`src/rtl/pedsc_pkg.sv`:
```
// constants and types for the phy event interrupt and deep sleep control block
package pedsc_pkg;
   // ----------------------------------------------------------------
   // register map
   // ----------------------------------------------------------------
   localparam logic [4:0] REG_IRQ_ENABLE = 5'h16;
   localparam logic [4:0] REG_IRQ_STATUS = 5'h17;
   localparam logic [4:0] REG_FIFO_SLEEP = 5'h18;
   localparam int NUM_FLAGS = 11;
   localparam int NUM_COND = 9;
   // enable register fields
   localparam int EN_GLOBAL = 15;
   localparam int EN_READ_CLEAR = 14;
   localparam int EN_POLARITY = 13;
   localparam int EN_AUTO_CLEAR = 12;
   localparam int EN_RESETUP = 11;
   localparam logic [15:0] EN_RESET = 16'h0000;
   // fifo and sleep register fields
   localparam int FS_FIFO_LSB = 12;
   localparam int FS_RSVD_LSB = 9;
   localparam int FS_SLEEP_EN = 8;
   localparam int FS_PLL = 7;
   localparam int FS_FAST_RX = 6;
   localparam int FS_TX_DAC = 5;
   localparam int FS_CLK_REC = 4;
   localparam logic [3:0] FIFO_HALF_RESET = 4'h2;
   localparam logic [5:0] FIFO_BIAS = 6'h03;
   localparam int FIFO_SCALE_SHIFT = 1;
   // ----------------------------------------------------------------
   // management frame
   // ----------------------------------------------------------------
   localparam logic [5:0] PREAMBLE_LEN = 6'h20;
   localparam logic [4:0] OP_BITS = 5'h02;
   localparam logic [4:0] ADDR_BITS = 5'h0a;
   localparam logic [4:0] DATA_BITS = 5'h10;
   localparam logic [1:0] OP_READ = 2'h2;
   localparam logic [1:0] OP_WRITE = 2'h1;
   typedef enum logic [6:0] {
      FR_PREAMBLE = 7'h01,
      FR_START = 7'h02,
      FR_OPCODE = 7'h04,
      FR_ADDR = 7'h08,
      FR_TURN = 7'h10,
      FR_RDATA = 7'h20,
      FR_WDATA = 7'h40
   } pedsc_frame_e;
   typedef enum logic [1:0] {
      SL_AWAKE = 2'h1,
      SL_ASLEEP = 2'h2
   } pedsc_sleep_e;
endpackage

```
`src/rtl/pedsc_event_flags.sv`:
```
// sticky event flags with read, write and auto clear
`timescale 1ns/1ps
module pedsc_event_flags (
   input wire logic clk,
   input wire logic srst,
   input wire logic [pedsc_pkg::NUM_FLAGS-1:0] eventPulse,
   input wire logic [pedsc_pkg::NUM_FLAGS-1:0] eventLevel,
   input wire logic readClear,
   input wire logic [pedsc_pkg::NUM_FLAGS-1:0] writeClear,
   input wire logic autoClearEn,
   input wire logic resetupEn,
   output logic [pedsc_pkg::NUM_FLAGS-1:0] flags
);
   // ----------------------------------------------------------------
   // one flag per event
   // ----------------------------------------------------------------
   wire logic [pedsc_pkg::NUM_FLAGS-1:0] next_flags;
   genvar i;
   generate
      for (i = 0; i < pedsc_pkg::NUM_FLAGS; i = i + 1) begin : g_flag
         wire logic autoClr;
         wire logic wrClr;
         wire logic clr;
         assign autoClr = autoClearEn & ~eventLevel[i];
         assign wrClr = writeClear[i] & ~(resetupEn & eventLevel[i]);
         assign clr = readClear | autoClr | wrClr;
         // set wins over any clear in the same cycle
         assign next_flags[i] = eventPulse[i] | (flags[i] & ~clr);
      end
   endgenerate
   always_ff @(posedge clk) begin
      if (srst) begin
         flags <= '0;
      end else begin
         flags <= next_flags;
      end
   end
endmodule // pedsc_event_flags

```
`src/rtl/pedsc_top.sv`:
```
// management slave, event interrupt and deep sleep control
`timescale 1ns/1ps
module pedsc_top (
   input wire logic clk,
   input wire logic srst,
   input wire logic mdc,
   input wire logic mdioIn,
   output logic mdioOut,
   output logic mdioOe,
   input wire logic [4:0] phyAddr,
   input wire logic [pedsc_pkg::NUM_COND-1:0] eventCond,
   input wire logic sleepRequest,
   output logic interruptOut,
   output logic deepSleep,
   output logic pllPowerDown,
   output logic fastRxPowerDown,
   output logic txDacPowerDown,
   output logic clockRecoveryPowerDown,
   output logic [5:0] fifoHalfBits
);
   // ----------------------------------------------------------------
   // pin synchronisers
   // ----------------------------------------------------------------
   logic mdcMeta;
   logic mdcSync;
   logic mdcLast;
   logic mdioMeta;
   logic mdioSync;
   logic [4:0] phyMeta;
   logic [4:0] phySync;
   always_ff @(posedge clk) begin
      if (srst) begin
         mdcMeta <= 1'b0;
         mdcSync <= 1'b0;
         mdcLast <= 1'b0;
         mdioMeta <= 1'b1;
         mdioSync <= 1'b1;
         phyMeta <= 5'h00;
         phySync <= 5'h00;
      end else begin
         mdcMeta <= mdc;
         mdcSync <= mdcMeta;
         mdcLast <= mdcSync;
         mdioMeta <= mdioIn;
         mdioSync <= mdioMeta;
         phyMeta <= phyAddr;
         phySync <= phyMeta;
      end
   end
   wire logic mdcRise;
   assign mdcRise = mdcSync & ~mdcLast;
   // ----------------------------------------------------------------
   // frame state
   // ----------------------------------------------------------------
   pedsc_pkg::pedsc_frame_e frameState;
   pedsc_pkg::pedsc_frame_e next_frameState;
   logic [4:0] bitCnt;
   logic [4:0] next_bitCnt;
   logic [5:0] onesCnt;
   logic [5:0] next_onesCnt;
   logic [15:0] inShift;
   logic [15:0] outShift;
   logic [15:0] next_outShift;
   logic isRead;
   logic next_isRead;
   logic [4:0] regSel;
   logic [4:0] next_regSel;
   logic next_mdioOut;
   logic next_mdioOe;
   logic rdStrobe;
   logic wrStrobe;
   wire logic [15:0] shiftIn;
   wire logic addrHit;
   wire logic opRead;
   wire logic opWrite;
   wire logic [15:0] readData;
   assign shiftIn = {inShift[14:0], mdioSync};
   assign addrHit = shiftIn[9:5] == phySync;
   assign opRead = shiftIn[11:10] == pedsc_pkg::OP_READ;
   assign opWrite = shiftIn[11:10] == pedsc_pkg::OP_WRITE;
   always_comb begin
      next_frameState = frameState;
      next_bitCnt = bitCnt;
      next_onesCnt = onesCnt;
      next_outShift = outShift;
      next_isRead = isRead;
      next_regSel = regSel;
      next_mdioOut = mdioOut;
      next_mdioOe = mdioOe;
      rdStrobe = 1'b0;
      wrStrobe = 1'b0;
      if (mdcRise) begin
         next_bitCnt = 5'(bitCnt + 5'h01);
         case (frameState)
            pedsc_pkg::FR_PREAMBLE: begin
               next_bitCnt = 5'h00;
               if (mdioSync) begin
                  if (onesCnt != pedsc_pkg::PREAMBLE_LEN) begin
                     next_onesCnt = 6'(onesCnt + 6'h01);
                  end
               end else begin
                  next_onesCnt = 6'h00;
                  if (onesCnt == pedsc_pkg::PREAMBLE_LEN) begin
                     next_frameState = pedsc_pkg::FR_START;
                  end
               end
            end
            pedsc_pkg::FR_START: begin
               next_bitCnt = 5'h00;
               next_frameState = mdioSync ? pedsc_pkg::FR_OPCODE : pedsc_pkg::FR_PREAMBLE;
            end
            pedsc_pkg::FR_OPCODE: begin
               if (bitCnt == pedsc_pkg::OP_BITS - 5'h01) begin
                  next_bitCnt = 5'h00;
                  next_frameState = pedsc_pkg::FR_ADDR;
               end
            end
            pedsc_pkg::FR_ADDR: begin
               if (bitCnt == pedsc_pkg::ADDR_BITS - 5'h01) begin
                  next_bitCnt = 5'h00;
                  next_regSel = shiftIn[4:0];
                  next_isRead = opRead;
                  if (addrHit && (opRead || opWrite)) begin
                     next_frameState = pedsc_pkg::FR_TURN;
                     if (opRead) begin
                        rdStrobe = 1'b1;
                        next_outShift = readData;
                     end
                  end else begin
                     next_frameState = pedsc_pkg::FR_PREAMBLE;
                  end
               end
            end
            pedsc_pkg::FR_TURN: begin
               if (bitCnt == 5'h00) begin
                  if (isRead) begin
                     next_mdioOe = 1'b1;
                     next_mdioOut = 1'b0;
                  end
               end else begin
                  next_bitCnt = 5'h00;
                  if (isRead) begin
                     next_frameState = pedsc_pkg::FR_RDATA;
                     next_mdioOut = outShift[15];
                     next_outShift = {outShift[14:0], 1'b0};
                  end else begin
                     next_frameState = pedsc_pkg::FR_WDATA;
                  end
               end
            end
            pedsc_pkg::FR_RDATA: begin
               if (bitCnt == pedsc_pkg::DATA_BITS - 5'h01) begin
                  next_bitCnt = 5'h00;
                  next_mdioOe = 1'b0;
                  next_mdioOut = 1'b0;
                  next_frameState = pedsc_pkg::FR_PREAMBLE;
               end else begin
                  next_mdioOut = outShift[15];
                  next_outShift = {outShift[14:0], 1'b0};
               end
            end
            pedsc_pkg::FR_WDATA: begin
               if (bitCnt == pedsc_pkg::DATA_BITS - 5'h01) begin
                  next_bitCnt = 5'h00;
                  wrStrobe = 1'b1;
                  next_frameState = pedsc_pkg::FR_PREAMBLE;
               end
            end
            default: begin
               next_bitCnt = 5'h00;
               next_frameState = pedsc_pkg::FR_PREAMBLE;
            end
         endcase
      end
   end
   always_ff @(posedge clk) begin
      if (srst) begin
         frameState <= pedsc_pkg::FR_PREAMBLE;
         bitCnt <= 5'h00;
         onesCnt <= 6'h00;
         inShift <= 16'h0000;
         outShift <= 16'h0000;
         isRead <= 1'b0;
         regSel <= 5'h00;
         mdioOut <= 1'b0;
         mdioOe <= 1'b0;
      end else begin
         frameState <= next_frameState;
         bitCnt <= next_bitCnt;
         onesCnt <= next_onesCnt;
         inShift <= mdcRise ? shiftIn : inShift;
         outShift <= next_outShift;
         isRead <= next_isRead;
         regSel <= next_regSel;
         mdioOut <= next_mdioOut;
         mdioOe <= next_mdioOe;
      end
   end
   // ----------------------------------------------------------------
   // registers
   // ----------------------------------------------------------------
   logic [15:0] irqEnable;
   logic [3:0] fifoHalf;
   logic [2:0] fsReserved;
   logic sleepEnable;
   logic [3:0] blockSleepEn;
   wire logic [pedsc_pkg::NUM_FLAGS-1:0] flags;
   wire logic wrEnable;
   wire logic wrStatus;
   wire logic wrFifoSleep;
   assign wrEnable = wrStrobe & (regSel == pedsc_pkg::REG_IRQ_ENABLE);
   assign wrStatus = wrStrobe & (regSel == pedsc_pkg::REG_IRQ_STATUS);
   assign wrFifoSleep = wrStrobe & (regSel == pedsc_pkg::REG_FIFO_SLEEP);
   always_ff @(posedge clk) begin
      if (srst) begin
         irqEnable <= pedsc_pkg::EN_RESET;
         fifoHalf <= pedsc_pkg::FIFO_HALF_RESET;
         fsReserved <= 3'h0;
         sleepEnable <= 1'b0;
         blockSleepEn <= 4'h0;
      end else begin
         if (wrEnable) begin
            irqEnable <= shiftIn;
         end
         if (wrFifoSleep) begin
            fifoHalf <= shiftIn[pedsc_pkg::FS_FIFO_LSB +: 4];
            fsReserved <= shiftIn[pedsc_pkg::FS_RSVD_LSB +: 3];
            sleepEnable <= shiftIn[pedsc_pkg::FS_SLEEP_EN];
            blockSleepEn <= shiftIn[pedsc_pkg::FS_CLK_REC +: 4];
         end
      end
   end
   // read mux, upper status bits read zero
   wire logic [15:0] statusWord;
   wire logic [15:0] fifoSleepWord;
   assign statusWord = {{(16 - pedsc_pkg::NUM_FLAGS){1'b0}}, flags};
   assign fifoSleepWord = {fifoHalf, fsReserved, sleepEnable, blockSleepEn, 4'h0};
   assign readData = (shiftIn[4:0] == pedsc_pkg::REG_IRQ_ENABLE) ? irqEnable :
                     (shiftIn[4:0] == pedsc_pkg::REG_IRQ_STATUS) ? statusWord :
                     (shiftIn[4:0] == pedsc_pkg::REG_FIFO_SLEEP) ? fifoSleepWord : 16'h0000;
   // ----------------------------------------------------------------
   // deep sleep
   // ----------------------------------------------------------------
   pedsc_pkg::pedsc_sleep_e sleepState;
   pedsc_pkg::pedsc_sleep_e next_sleepState;
   logic enterPulse;
   logic wakePulse;
   logic [pedsc_pkg::NUM_COND-1:0] condLast;
   always_comb begin
      next_sleepState = sleepState;
      enterPulse = 1'b0;
      wakePulse = 1'b0;
      case (sleepState)
         pedsc_pkg::SL_AWAKE: begin
            if (sleepEnable && sleepRequest) begin
               next_sleepState = pedsc_pkg::SL_ASLEEP;
               enterPulse = 1'b1;
            end
         end
         pedsc_pkg::SL_ASLEEP: begin
            if (!sleepEnable || !sleepRequest) begin
               next_sleepState = pedsc_pkg::SL_AWAKE;
               wakePulse = 1'b1;
            end
         end
         default: begin
            next_sleepState = pedsc_pkg::SL_AWAKE;
         end
      endcase
   end
   wire logic asleepNext;
   assign asleepNext = next_sleepState == pedsc_pkg::SL_ASLEEP;
   always_ff @(posedge clk) begin
      if (srst) begin
         sleepState <= pedsc_pkg::SL_AWAKE;
         deepSleep <= 1'b0;
         pllPowerDown <= 1'b0;
         fastRxPowerDown <= 1'b0;
         txDacPowerDown <= 1'b0;
         clockRecoveryPowerDown <= 1'b0;
         condLast <= '0;
      end else begin
         sleepState <= next_sleepState;
         deepSleep <= asleepNext;
         pllPowerDown <= asleepNext & blockSleepEn[pedsc_pkg::FS_PLL - 4];
         fastRxPowerDown <= asleepNext & blockSleepEn[pedsc_pkg::FS_FAST_RX - 4];
         txDacPowerDown <= asleepNext & blockSleepEn[pedsc_pkg::FS_TX_DAC - 4];
         clockRecoveryPowerDown <= asleepNext & blockSleepEn[pedsc_pkg::FS_CLK_REC - 4];
         condLast <= eventCond;
      end
   end
   // ----------------------------------------------------------------
   // events and flags
   // ----------------------------------------------------------------
   wire logic isAsleep;
   wire logic [pedsc_pkg::NUM_FLAGS-1:0] eventPulse;
   wire logic [pedsc_pkg::NUM_FLAGS-1:0] eventLevel;
   wire logic readClear;
   wire logic [pedsc_pkg::NUM_FLAGS-1:0] writeClear;
   assign isAsleep = sleepState == pedsc_pkg::SL_ASLEEP;
   assign eventPulse = {wakePulse, enterPulse, eventCond & ~condLast};
   assign eventLevel = {~isAsleep, isAsleep, eventCond};
   assign readClear = rdStrobe & (shiftIn[4:0] == pedsc_pkg::REG_IRQ_STATUS) &
                      irqEnable[pedsc_pkg::EN_READ_CLEAR];
   assign writeClear = wrStatus ? shiftIn[pedsc_pkg::NUM_FLAGS-1:0] : '0;
   pedsc_event_flags u_flags (
      .clk(clk),
      .srst(srst),
      .eventPulse(eventPulse),
      .eventLevel(eventLevel),
      .readClear(readClear),
      .writeClear(writeClear),
      .autoClearEn(irqEnable[pedsc_pkg::EN_AUTO_CLEAR]),
      .resetupEn(irqEnable[pedsc_pkg::EN_RESETUP]),
      .flags(flags)
   );
   // ----------------------------------------------------------------
   // interrupt and fifo outputs
   // ----------------------------------------------------------------
   wire logic irqActive;
   assign irqActive = irqEnable[pedsc_pkg::EN_GLOBAL] &
                      (|(flags & irqEnable[pedsc_pkg::NUM_FLAGS-1:0]));
   always_ff @(posedge clk) begin
      if (srst) begin
         interruptOut <= 1'b1;
         fifoHalfBits <= 6'h00;
      end else begin
         interruptOut <= irqEnable[pedsc_pkg::EN_POLARITY] ? irqActive : ~irqActive;
         fifoHalfBits <= 6'(({2'h0, fifoHalf} + pedsc_pkg::FIFO_BIAS)
                            << pedsc_pkg::FIFO_SCALE_SHIFT);
      end
   end
endmodule // pedsc_top

```
`config.mk`:
```
export PLATFORM = sky130hd
export DESIGN_NAME = pedsc_top
export DESIGN_NICKNAME = d
export VERILOG_FILES = /design/src/rtl/pedsc_pkg.sv /design/src/rtl/pedsc_event_flags.sv /design/src/rtl/pedsc_top.sv
export SDC_FILE = /design/constraint.sdc
export NUM_CORES = 1
export LEC_CHECK = 0
export BUFFER_PORTS_ARGS = -buffer_cell sky130_fd_sc_hd__buf_4
export CAP_MARGIN = 20
export CORE_MARGIN = 5
export CORE_UTILIZATION = 30
export CTS_CLUSTER_SIZE = 20
export DETAILED_ROUTE_END_ITERATION = 8
export PLACE_DENSITY_LB_ADDON = 0.2
export SKIP_CTS_REPAIR_TIMING = 1
export SLEW_MARGIN = 20
export SYNTH_ARGS = -nofsm -noshare
export SYNTH_HDL_FRONTEND = slang
export SYNTH_SLANG_ARGS = --single-unit
```
`constraint.sdc`:
```
create_clock -name clk -period 2.5 [get_ports clk]
set_input_delay 0.5 -clock clk [delete_from_list [all_inputs] [get_ports clk]]
set_output_delay 0.5 -clock clk [all_outputs]
set_load 0.01 [all_outputs]
```
==> summary.txt <==
Mapped cell area -> 6160 µm²
DRC viols -> 0
Core area -> 20,230 µm²
Crit-path max FO -> 8
Clock Path Buffers -> 2
Initial core utilization -> 30.44%
CTS tree -> done
YS warnings -> 0
Antenna-violating nets left -> 0
Syn Area/Cell -> 8.246 µm²
Initial antenna violation count -> 0
Post-Syn Instances -> 747
Slew @ Worst Pin -> 0.6132 ns
DP Wirelength -> 11.99 mm
Critical setup path kind -> reg -> reg
Syn_nets -> 777
Ratio of cells with drive above 1 in the final layout -> 14.68%
Critical Path RT -> 2.79 ns
Power density cells -> 658.7 nW/µm²
CP Capture Type -> register
CTS root buf -> clkbuf_16
Iteration-0 DRC Markers -> 333
Max-cap violations -> 0
Place WS -> 0.1945 ns
Top-Level Pins -> 33
Max Transition Viols Final -> 0
Rows -> 52
GP Congestion -> 0.7764
Setup slack, reg-to-reg -> 0.19 ns
P_leak -> 2.698 nW
Nets -> 814
DIE HEIGHT -> 153.3 µm
Post-synthesis sequential area ratio -> 43.23%
Vias per inst -> 5.056
ANT cells -> 0
Distinct cells, synth -> 62
Worst Path Arrival -> 2.60 ns
Commonest non-fill, non-tap cells in the layout -> 133 x dfxtp_1, 130 x nand2_1, 77 x a21oi_1
Latest clock arrival within the worst-skew pair -> 0.42 ns
CTS H-tree depth -> 4
Total track usage -> 14.74%
Wire per inst -> 16.11 µm
Fin Setup TNS -> 0 ns
Pin count of the biggest net entering global routing -> 99
Max_slew headroom -> 59.07%
Post-route setup slack -> 0.1894 ns
Status -> finished, final reports clean
FMAX -> 432.8 MHz
First-pass GRT wire length -> 27.97 mm
Hold Vio Cnt, Final -> 0
CTS Sinks -> 133
Top flip-flop cell by instance count after synthesis -> dfxtp_1
Peak supply drop -> 452.9 µV
I/O Buffers -> 31
Most common cell after layout, fill and taps aside -> dfxtp_1
Async SR Flop Fraction -> 0%
#FFs+latches synth -> 133
Final Instance Area -> 7466 µm²
Final setup vio count -> 0
Tmin final -> 2.311 ns
EDFF count, synth -> 0
Synth-to-Final Area Change -> 21.21%
Die width -> 153.3 µm
RSZ-0062 raised after global routing -> no
Vias -> 5,395
TritonCTS Buffers -> 17
Vias in the first global route -> 5,203
Area post-placement -> 6868 µm²
Final period utilization -> 92.42%
Clock slew at the register clock pins of the worst setup and hold paths -> 0.06 ns
DRT Wirelength -> 17.19 mm
Final Skew -> 0.008318 ns
Crit start category -> register
Hold Crit Class -> in -> reg
Overflow after GRT -> 0
Die Area -> 23,500 µm²
Drt pass-1 iters -> 7
logic make-up (layout without fill, tap and decap cells):
group | count (synthesis) | count (layout) | synth area share (%)
adders and majority gates | 11 | 11 | 2.234
and+or+nand+nor | 297 | 297 | 24.64
other | 1 | 1 | 0.06088
AOI/OAI and AO/OA | 181 | 181 | 19.28
DFF | 133 | 133 | 43.23
buffers and inverters | 94 | 144 | 5.931
xor gates and xnor gates | 13 | 13 | 1.848
muxes | 17 | 17 | 2.783
area by class of cell:
class	count	area [µm²]
clock buffer	24	471.7
clock inverter	8	123.9
fill	2074	12770
inverter	40	150.1
multi-input combinational	520	3142
sequential	133	2663
tap	270	337.8
timing repair buffer	72	578.1
cells in the mapped netlist (7+ instances only):
cell type  count  share of area, %
a211oi_1       7              0.85
a21oi_1       77               6.3
a31oi_1        8              0.81
a41oi_1       10               1.4
buf_2          7              0.57
clkbuf_1      40               2.4
dfxtp_1      133                43
ha_1          11               2.2
inv_1         39               2.4
mux2i_1       16               2.6
nand2_1      130               7.9
nand2b_1       7              0.71
nand3_1       11              0.89
nand3b_1       7              0.85
nand4_1       13               1.3
nor2_1        31               1.9
nor2b_1       28               2.8
nor3_1        17               1.4
nor4_1         8              0.81
nor4b_1        7               1.0
o21ai_0       15               1.2
o31ai_1        8              0.98
o32ai_1       16               2.3
xnor2_1        7               1.0
where the power goes:
group          internal [mW]  switching, mW
sequential              2.16         0.0237
combinational         0.0722          0.106
clock                   1.62          0.936
worst paths after layout:
check / start / end / cells past startpoint
max: frameState[0] / outShift[11] / 5
min: mdioIn / mdioMeta / 2
max reg2reg: frameState[0] / outShift[11] / 5
min reg2reg: condLast[6] / u_flags.flags[6] / 1
routing by layer:
| layer | vias to the layer above | part of all wire [%] | track usage (%) |
|---|---|---|---|
| li1 | 2715 | - | - |
| met1 | 2564 | 49 | 20.75 |
| met2 | 105 | 46 | 22.60 |
| met3 | 11 | 3.4 | 3.053 |
| met4 | 0 | 1.1 | 4.752 |
| met5 | - | 0 | 0 |
critical path: stages (launching register included):
cell,delay [ns]
dfxtp_1,0.35
or4_1,0.57
or3_1,0.50
a21o_1,0.25
nor3_4,0.37
o22ai_1,0.15
registers in the layout (all words and copies together) (netlist names), 5 cells and up:
register       flops
phySync            5
regSel             5
bitCnt             5
phyMeta            5
outShift          16
irqEnable         16
fifoHalfBits       5
frameState         7
inShift           15
onesCnt            6
u_flags.flags     11
condLast           9
through the flow:
stage          cells  hold slack [ns]  power, mW  utilization [%]
5_1_grt         1067           0.2774      5.095            36.90
6_report        1067           0.2803      4.918            36.90
3_3_place_gp    1035           0.3982      2.412            33.94
3_5_place_dp    1035           0.4016      2.412            33.94
4_1_cts         1067           0.2703      4.965            36.88
2_1_floorplan    747           0.3895      2.329                -
Note: power is estimated with default switching activity, not from simulation.
